File: src/ifr_pkg.sv
/*
 * Constants, types and register map for the interrupt flag status block.
 * Assumes a 32-bit Avalon-MM slave port with byte addresses on a
 * single 100 MHz clock; peripheral requests arrive on that same clock.
 */
package ifr_pkg;

    // Register byte offsets, one aligned word each
    localparam logic [3:0]  FLAGS0_OFS = 4'h0;
    localparam logic [3:0]  FLAGS1_OFS = 4'h4;
    localparam logic [3:0]  STAT_OFS   = 4'h8;
    localparam logic [3:0]  MASK_OFS   = 4'hC;

    // Implemented flag bits; zeros are unimplemented positions
    localparam logic [15:0] IMPL0 = 16'h3FEF;
    localparam logic [15:0] IMPL1 = 16'hFEDF;

    // Reset values
    localparam logic [15:0] FLAGS_RST = 16'h0000;
    localparam logic [1:0]  STAT_RST  = 2'h0;
    localparam logic [1:0]  MASK_RST  = 2'h0;

    // Interrupt status bit positions
    localparam int EV_GRP0 = 0;
    localparam int EV_GRP1 = 1;

    // Bus handshake: waitrequest drops one cycle after a request appears
    typedef enum logic [0:0] {
        ST_IDLE = 1'b0,
        ST_ANS  = 1'b1
    } ifr_bus_st_t;

    // Avalon-MM request group
    typedef struct packed {
        logic        read;
        logic        write;
        logic [3:0]  address;
        logic [3:0]  byteenable;
        logic [31:0] writedata;
    } ifr_avs_req_t;

    // Whole state of the block
    typedef struct packed {
        logic [15:0] flags0;
        logic [15:0] flags1;
        logic [1:0]  stat;
        logic [1:0]  mask;
        ifr_bus_st_t st;
        logic        wait_req;
        logic [31:0] rdata;
        logic        irq;
    } ifr_state_t;

endpackage

File: src/ifr_flag_regs.sv
/*
 * Two 16-bit interrupt flag status registers behind an Avalon-MM slave,
 * plus a sticky event status / mask pair driving one level interrupt.
 * Assumes peripheral request lines are synchronous to ref_clk_in and that
 * the bus master holds its request until it samples waitrequest low.
 */
// Implementation choices: the Avalon-MM register port and the placing of the registers.
module ifr_flag_regs (
    input  wire logic                  ref_clk_in,
    input  wire logic                  rst_n_in,
    input  wire ifr_pkg::ifr_avs_req_t avs_req_in,
    input  wire logic [15:0]           req_grp0_in,
    input  wire logic [15:0]           req_grp1_in,
    output logic                       avs_waitrequest_out,
    output logic [31:0]                avs_readdata_out,
    output logic [15:0]                flags_grp0_out,
    output logic [15:0]                flags_grp1_out,
    output logic                       irq_out
);

    ifr_pkg::ifr_state_t q;
    ifr_pkg::ifr_state_t d;

    logic        bus_req;
    logic        wr_take;
    logic        rd_take;
    logic [15:0] lane_mask;
    logic [15:0] hw_set0;
    logic [15:0] hw_set1;
    logic [1:0]  ev;
    logic [31:0] rd_val;

    // Request line i is source vector i, landing on flag bit i
    assign hw_set0 = req_grp0_in & ifr_pkg::IMPL0;
    assign hw_set1 = req_grp1_in & ifr_pkg::IMPL1;

    // Event: any implemented source of a group raising a request
    assign ev[ifr_pkg::EV_GRP0] = |hw_set0;
    assign ev[ifr_pkg::EV_GRP1] = |hw_set1;

    assign bus_req   = avs_req_in.read | avs_req_in.write;
    // Accesses take effect only on the edge where waitrequest is seen low
    assign wr_take   = avs_req_in.write & (q.st == ifr_pkg::ST_ANS);
    assign rd_take   = avs_req_in.read & (q.st == ifr_pkg::ST_ANS);
    assign lane_mask = {{8{avs_req_in.byteenable[1]}}, {8{avs_req_in.byteenable[0]}}};

    // Read mux; unmapped offsets and unimplemented bits read as zero
    always_comb begin
        case (avs_req_in.address)
            ifr_pkg::FLAGS0_OFS: rd_val = {16'h0000, q.flags0};
            ifr_pkg::FLAGS1_OFS: rd_val = {16'h0000, q.flags1};
            ifr_pkg::STAT_OFS:   rd_val = {30'h0, q.stat};
            ifr_pkg::MASK_OFS:   rd_val = {30'h0, q.mask};
            default:             rd_val = 32'h0000_0000;
        endcase
    end

    // Next state of the whole block
    always_comb begin
        d = q;
        // Bus handshake: one idle cycle with waitrequest high, then answer
        case (q.st)
            ifr_pkg::ST_IDLE: begin
                if (bus_req) begin
                    d.st       = ifr_pkg::ST_ANS;
                    d.wait_req = 1'b0;
                    d.rdata    = rd_val;
                end
            end
            ifr_pkg::ST_ANS: begin
                d.st       = ifr_pkg::ST_IDLE;
                d.wait_req = 1'b1;
            end
            default: begin
                d.st       = ifr_pkg::ST_IDLE;
                d.wait_req = 1'b1;
            end
        endcase

        // Software write replaces enabled lanes of implemented bits
        if (wr_take && avs_req_in.address == ifr_pkg::FLAGS0_OFS) begin
            d.flags0 = (q.flags0 & ~lane_mask) | (avs_req_in.writedata[15:0] & lane_mask);
        end
        if (wr_take && avs_req_in.address == ifr_pkg::FLAGS1_OFS) begin
            d.flags1 = (q.flags1 & ~lane_mask) | (avs_req_in.writedata[15:0] & lane_mask);
        end
        if (wr_take && avs_req_in.address == ifr_pkg::MASK_OFS && avs_req_in.byteenable[0]) begin
            d.mask = avs_req_in.writedata[1:0];
        end

        // Set applied after the write, so a request wins over a clear
        d.flags0 = (d.flags0 & ifr_pkg::IMPL0) | hw_set0;
        d.flags1 = (d.flags1 & ifr_pkg::IMPL1) | hw_set1;

        // Read clears only the bits that were actually returned
        if (rd_take && avs_req_in.address == ifr_pkg::STAT_OFS) begin
            d.stat = q.stat & ~q.rdata[1:0];
        end
        d.stat = d.stat | ev;
        d.irq  = |(d.stat & d.mask);
    end

    // Single state register, synchronous active-low reset
    always_ff @(posedge ref_clk_in) begin
        if (!rst_n_in) begin
            q.flags0   <= ifr_pkg::FLAGS_RST;
            q.flags1   <= ifr_pkg::FLAGS_RST;
            q.stat     <= ifr_pkg::STAT_RST;
            q.mask     <= ifr_pkg::MASK_RST;
            q.st       <= ifr_pkg::ST_IDLE;
            q.wait_req <= 1'b1;
            q.rdata    <= 32'h0000_0000;
            q.irq      <= 1'b0;
        end else begin
            q <= d;
        end
    end

    // Outputs straight from the state register
    assign avs_waitrequest_out = q.wait_req;
    assign avs_readdata_out    = q.rdata;
    assign flags_grp0_out      = q.flags0;
    assign flags_grp1_out      = q.flags1;
    assign irq_out             = q.irq;

    // Checks on flag, bus handshake and interrupt behaviour
    property p_req_sets0;
        @(posedge ref_clk_in) disable iff (!rst_n_in)
        (hw_set0 != 16'h0000) |=> ((flags_grp0_out & $past(hw_set0)) == $past(hw_set0));
    endproperty
    a_req_sets0: assert property (p_req_sets0) else $error("group0 request not latched");

    property p_req_sets1;
        @(posedge ref_clk_in) disable iff (!rst_n_in)
        (hw_set1 != 16'h0000) |=> ((flags_grp1_out & $past(hw_set1)) == $past(hw_set1));
    endproperty
    a_req_sets1: assert property (p_req_sets1) else $error("group1 request not latched");

    property p_idle_holds0;
        @(posedge ref_clk_in) disable iff (!rst_n_in)
        (req_grp0_in == 16'h0000 && !avs_req_in.write) |=> $stable(flags_grp0_out);
    endproperty
    a_idle_holds0: assert property (p_idle_holds0)
        else $error("group0 flags moved unprompted");

    property p_unimpl0;
        @(posedge ref_clk_in) disable iff (!rst_n_in)
        (flags_grp0_out & ~ifr_pkg::IMPL0) == 16'h0000;
    endproperty
    a_unimpl0: assert property (p_unimpl0) else $error("group0 unimplemented bit set");

    property p_unimpl1;
        @(posedge ref_clk_in) disable iff (!rst_n_in)
        (flags_grp1_out & ~ifr_pkg::IMPL1) == 16'h0000;
    endproperty
    a_unimpl1: assert property (p_unimpl1) else $error("group1 unimplemented bit set");

    property p_reset_clear;
        @(posedge ref_clk_in) disable iff (!rst_n_in)
        $rose(rst_n_in) |-> (flags_grp0_out == 16'h0000 && flags_grp1_out == 16'h0000);
    endproperty
    a_reset_clear: assert property (p_reset_clear)
        else $error("flags not clear after reset");

    property p_write_zero0;
        @(posedge ref_clk_in) disable iff (!rst_n_in)
        (wr_take && avs_req_in.address == ifr_pkg::FLAGS0_OFS
            && avs_req_in.byteenable[1:0] == 2'h3 && req_grp0_in == 16'h0000)
        |=> (flags_grp0_out == ($past(avs_req_in.writedata[15:0]) & ifr_pkg::IMPL0));
    endproperty
    a_write_zero0: assert property (p_write_zero0) else $error("group0 write not stored");

    property p_set_wins1;
        @(posedge ref_clk_in) disable iff (!rst_n_in)
        (wr_take && avs_req_in.address == ifr_pkg::FLAGS1_OFS && hw_set1 != 16'h0000)
        |=> ((flags_grp1_out & $past(hw_set1)) == $past(hw_set1));
    endproperty
    a_set_wins1: assert property (p_set_wins1) else $error("software clear beat request");

    property p_wait_one;
        @(posedge ref_clk_in) disable iff (!rst_n_in)
        (bus_req && avs_waitrequest_out) |=> !avs_waitrequest_out ##1 avs_waitrequest_out;
    endproperty
    a_wait_one: assert property (p_wait_one) else $error("waitrequest timing wrong");

    property p_rd_upper_zero;
        @(posedge ref_clk_in) disable iff (!rst_n_in)
        (avs_req_in.read && avs_waitrequest_out && avs_req_in.address == ifr_pkg::FLAGS0_OFS)
        |=> (avs_readdata_out == {16'h0000, $past(flags_grp0_out)});
    endproperty
    a_rd_upper_zero: assert property (p_rd_upper_zero)
        else $error("group0 read value wrong");

    property p_irq_level;
        @(posedge ref_clk_in) disable iff (!rst_n_in)
        irq_out == |(q.stat & q.mask);
    endproperty
    a_irq_level: assert property (p_irq_level) else $error("interrupt level mismatch");

    // Group1 flags never move without a request or a bus write
    property p_idle_holds1;
        @(posedge ref_clk_in) disable iff (!rst_n_in)
        (req_grp1_in == 16'h0000 && !avs_req_in.write) |=> $stable(flags_grp1_out);
    endproperty
    a_idle_holds1: assert property (p_idle_holds1)
        else $error("group1 flags moved unprompted");

    // Full-width group1 write with no request lands as written in the implemented bits
    property p_write_zero1;
        @(posedge ref_clk_in) disable iff (!rst_n_in)
        (wr_take && avs_req_in.address == ifr_pkg::FLAGS1_OFS
            && avs_req_in.byteenable[1:0] == 2'h3 && req_grp1_in == 16'h0000)
        |=> (flags_grp1_out == ($past(avs_req_in.writedata[15:0]) & ifr_pkg::IMPL1));
    endproperty
    a_write_zero1: assert property (p_write_zero1)
        else $error("group1 write not stored");

    // Group0 request in the write cycle survives a software clear
    property p_set_wins0;
        @(posedge ref_clk_in) disable iff (!rst_n_in)
        (wr_take && avs_req_in.address == ifr_pkg::FLAGS0_OFS && hw_set0 != 16'h0000)
        |=> ((flags_grp0_out & $past(hw_set0)) == $past(hw_set0));
    endproperty
    a_set_wins0: assert property (p_set_wins0)
        else $error("group0 clear beat request");

    // Without a bus write a pending flag stays pending; only software clears it
    property p_flags_keep;
        @(posedge ref_clk_in) disable iff (!rst_n_in)
        !avs_req_in.write |=> ((flags_grp0_out & $past(flags_grp0_out)) == $past(flags_grp0_out)
            && (flags_grp1_out & $past(flags_grp1_out)) == $past(flags_grp1_out));
    endproperty
    a_flags_keep: assert property (p_flags_keep)
        else $error("pending flag dropped");

    // Group1 read returns the flags seen at the capture edge, upper half zero
    property p_rd_grp1;
        @(posedge ref_clk_in) disable iff (!rst_n_in)
        (avs_req_in.read && avs_waitrequest_out && avs_req_in.address == ifr_pkg::FLAGS1_OFS)
        |=> (avs_readdata_out == {16'h0000, $past(flags_grp1_out)});
    endproperty
    a_rd_grp1: assert property (p_rd_grp1)
        else $error("group1 read value wrong");

    // Offsets outside the map answer zero so software never sees stale data
    property p_rd_unmapped;
        @(posedge ref_clk_in) disable iff (!rst_n_in)
        (avs_req_in.read && avs_waitrequest_out
            && avs_req_in.address != ifr_pkg::FLAGS0_OFS
            && avs_req_in.address != ifr_pkg::FLAGS1_OFS
            && avs_req_in.address != ifr_pkg::STAT_OFS
            && avs_req_in.address != ifr_pkg::MASK_OFS)
        |=> (avs_readdata_out == 32'h0000_0000);
    endproperty
    a_rd_unmapped: assert property (p_rd_unmapped) else $error("unmapped read not zero");

    // Waitrequest never stays low for more than one cycle
    property p_wait_low_one;
        @(posedge ref_clk_in) disable iff (!rst_n_in)
        !avs_waitrequest_out |=> avs_waitrequest_out;
    endproperty
    a_wait_low_one: assert property (p_wait_low_one) else $error("waitrequest low too long");

    // Read data holds until the next request is captured
    property p_rdata_hold;
        @(posedge ref_clk_in) disable iff (!rst_n_in)
        !bus_req |=> $stable(avs_readdata_out);
    endproperty
    a_rdata_hold: assert property (p_rdata_hold) else $error("read data moved while idle");

    // Every group event lands in the sticky status register
    property p_stat_sets;
        @(posedge ref_clk_in) disable iff (!rst_n_in)
        (ev != 2'h0) |=> ((q.stat & $past(ev)) == $past(ev));
    endproperty
    a_stat_sets: assert property (p_stat_sets) else $error("status event lost");

    // Status read with no new event clears every bit that was returned
    property p_stat_rd_clear;
        @(posedge ref_clk_in) disable iff (!rst_n_in)
        (rd_take && avs_req_in.address == ifr_pkg::STAT_OFS && ev == 2'h0)
        |=> ((q.stat & $past(q.rdata[1:0])) == 2'h0);
    endproperty
    a_stat_rd_clear: assert property (p_stat_rd_clear) else $error("status read did not clear");

    // Mask write needs the low byte lane
    property p_mask_write;
        @(posedge ref_clk_in) disable iff (!rst_n_in)
        (wr_take && avs_req_in.address == ifr_pkg::MASK_OFS && avs_req_in.byteenable[0])
        |=> (q.mask == $past(avs_req_in.writedata[1:0]));
    endproperty
    a_mask_write: assert property (p_mask_write) else $error("mask write not stored");

    // An unmasked event raises the line on the next edge
    property p_irq_rise;
        @(posedge ref_clk_in) disable iff (!rst_n_in)
        ((ev & q.mask) != 2'h0 && !wr_take) |=> irq_out;
    endproperty
    a_irq_rise: assert property (p_irq_rise) else $error("unmasked event gave no interrupt");

    // Leaving reset the bus is quiet and the interrupt line low
    property p_rst_idle;
        @(posedge ref_clk_in) disable iff (!rst_n_in)
        $rose(rst_n_in) |-> (avs_waitrequest_out && !irq_out && avs_readdata_out == 32'h0000_0000);
    endproperty
    a_rst_idle: assert property (p_rst_idle) else $error("outputs not idle after reset");

endmodule

File: config.mk
export PLATFORM = sky130hd
export DESIGN_NAME = ifr_flag_regs
export DESIGN_NICKNAME = d
export VERILOG_FILES = /design/src/ifr_pkg.sv /design/src/ifr_flag_regs.sv
export SDC_FILE = /design/constraint.sdc
export NUM_CORES = 1
export LEC_CHECK = 0
export BUFFER_PORTS_ARGS = -buffer_cell sky130_fd_sc_hd__buf_2
export CAP_MARGIN = 20
export CORE_MARGIN = 4
export CORE_UTILIZATION = 43
export DETAILED_ROUTE_END_ITERATION = 6
export PLACE_DENSITY = 0.78
export SLEW_MARGIN = 20
export SYNTH_ARGS = -nofsm -noshare
export SYNTH_HDL_FRONTEND = slang
export SYNTH_SLANG_ARGS = --single-unit
export TNS_END_PERCENT = 100
File: constraint.sdc
create_clock -name ref_clk_in -period 1.81 [get_ports ref_clk_in]
set_input_delay 0.0905 -clock ref_clk_in [delete_from_list [all_inputs] [get_ports ref_clk_in]]
set_output_delay 0.0905 -clock ref_clk_in [all_outputs]
set_load 0.05 [all_outputs]
==> results.toml <==
[sta]
finalSetupTns_ns = 0
holdWs_ns = 0.0462
finalSetupViolCount = 0
clock.fmax_mhz = 634
rsz0062_at_grt = "no"
maxSlewViolCount = 0
finalCritPeriodShare = 0.872
hold_viol = 0
relSlewSlack = 0.547
tightest_slew_ns = 0.680
timing.final.crit_period_ns = 1.58
skew_ns = 0.00992

[cts]
cts_max_path_buffers = 2
clkTransAtPathRegs_ns = 0.09
postCtsSetupBuffers = 0
numCtsBuffers = 5
clock_sinks = 50
tritoncts = "built"
cts.repair.resized = 0
insertion_delay_ns = 0.30
cts_hold_buffers = 0
htreeDepth = 2
root_buffer = "clkbuf_8"

[critical_path]
arrival_ns = 1.76
crit_type = "reg -> reg"
critPathMaxStageDelay_ns = 0.56
cp.required_ns = 2.00
cp-startpoint = "q[34]"
cp_top_family = "flip-flops"
cp_slowest_cell = "dfxtp_1"
r2r-end = "flags_grp1_out[3]"
worst_setup_path_start_kind = "register"
crit_end = "flags_grp1_out[3]"
crit_cells = 3
rrSetupSlack_ns = 0.23
crit_path_end_kind = "register"
reg2reg_from = "q[34]"
reg2reg_depth = 3
path_buf_inv = 0
crit_chain = "and3_1 -> nand2_1 -> o311a_1"
path_max_fanout = 10

[final_layout]
antenna_cells = 0
final_net_count = 409
areaGrowthSynthToFinish_pct = 11.4
drive_gt1_frac = 0.353
fillCellCount = 585

[synthesis]
synth_cells = 279
yosys_warnings = 0
synth_area_sq_um = 2610
synth.distinct_cells = 31
ys_seq_elements = 50
avgSynthCellArea_sq_um = 9.35
yosysSeqAreaShare = 0.384

[route]
met1_length_mm = 3.07
dr.pass1.iters = 4
vias_per_cell = 5.48
routed.top_layer = "met4"
drc_errors = 0
wl_met2_mm = 3.46
wl_met3_microns = 524
initialDrtViolationCount = 138
antenna_left = 0
via_count = 2243
routedWlPerCell_microns = 17.4
wirelength_mm = 7.12

[grt]
grt-ovfl-total = 0
grt_usage = 0.196
antenna_found_initial = 0
grt_pass1_wl_mm = 11.4
grt_pass1_vias = 2201
grt_max_degree = 29

[floorplanning]
core-area_sq_um = 5920
initial_utilization = 0.441
die_width_microns = 85.9
fp.dieArea_sq_um = 7380
rows = 28
ioPinCount = 142
die_y_microns = 85.9

[placed_design]
hpwl_mm = 5.52
port_buffers = 97
place_congestion = 0.872

[pwr]
peakVddDrop_v = 0.000536
p_per_area_nw_per_um2 = 906
leakage_nw = 1.32

[hold_path]
hold_path_class = "in -> reg"

[job]
cap_violations = 0

[status]
status = "finished clean"
==> layout make-up <==
cell class,instances,area (sq um),area share
Tap cell,75,93.8,0.0323
Multi-Input combinational cell,171,1140,0.393
Clock buffer,8,110,0.0379
Timing Repair Buffer,105,558,0.192
Sequential cell,50,1000,0.345
==> metal layers <==
layer	global-route usage	up-vias
li1	-	1070
met2	0.317	99
met4	0.0590	0
met1	0.261	1068
met3	0.0432	6
met5	0	-
==> flip-flops by register name, indices dropped and copies added, names as in the netlist <==
register             count
avs_readdata_out        16
flags_grp1_out          14
flags_grp0_out          13
q                        5
avs_waitrequest_out      1
irq_out                  1
==> layout by cell type, fill, tap and decap left out, drive strengths merged <==
master and count:
nor2 13, nand3b 1, or3b 1, o311a 27, clkbuf 8, nor4 4
nand3 8, and3 1, a22o 1, and2 5, a41oi 1, nand4 5
nor4b 1, or3 27, o21ai 14, or4 2, mux2i 3, a21boi 6
buf 105, a221oi 9, mux4 1, nor3 3, or2 1, dfxtp 50
nand4b 2, nand2 12, and4 2, conb 21
==> where the power goes <==
part | internal, mW | total, mW | switching (mW)
clock | 0.387 | 0.749 | 0.363
combinational | 0.182 | 0.668 | 0.486
sequential | 1.17 | 1.22 | 0.0490
total | 1.74 | 2.63 | 0.898
==> cell families after synthesis <==
family	after synthesis	synth area share
flip-flops	50	0.384
multiplexers	4	0.0201
AND/OR/NAND/NOR	88	0.203
AO/OA/AOI/OAI	58	0.185
buffers and inverters	78	0.207
other	1	0.00144
==> cells in the mapped netlist (all sizes together) <==
library cell  number  share of area
a41oi              1         0.0034
o21ai             14          0.027
conb               1         0.0014
nor2              13          0.019
nand2             12          0.017
clkbuf             8          0.012
or3b               1         0.0034
mux2i              3          0.012
nand4b             2         0.0067
or2                1         0.0024
buf               70           0.20
or4                2         0.0058
or3               27          0.065
a221oi             9          0.030
nand3              8          0.015
and3               1         0.0024
nor4               4          0.015
mux4               1         0.0086
nand4              5          0.014
a21boi             6          0.017
and4               2         0.0067
and2               5          0.012
nor3               3         0.0058
o311a             27           0.10
nor4b              1         0.0091
nand3b             1         0.0029
a22o               1         0.0034
dfxtp             50           0.38
==> worst min-delay path by stage <==
stage                               from                 end  cells after the start
final                      avs_req_in[8]   flags_grp0_out[8]                      2
after global routing      avs_req_in[14]  flags_grp1_out[14]                      2
after CTS                  avs_req_in[8]   flags_grp0_out[8]                      2
after detailed placement   avs_req_in[8]   flags_grp0_out[8]                      2
after global placement     avs_req_in[8]   flags_grp0_out[8]                      2
after floorplan            avs_req_in[1]               q[36]                      2
==> per-stage QoR <==
step                      power (mW)  area (sq um)  setup slack [ns]  std cells   util
final                           2.63          2910             0.232        409  0.491
after global routing            2.76          2910            0.0870        409  0.491
after CTS                       2.66          2910             0.222        409  0.491
after detailed placement        1.91          2800             0.165        401  0.472
after global placement          1.90          2800             0.190        401  0.472
after floorplan                 1.83          2680             0.469        299      -
Power figures use the tool's default switching activity.
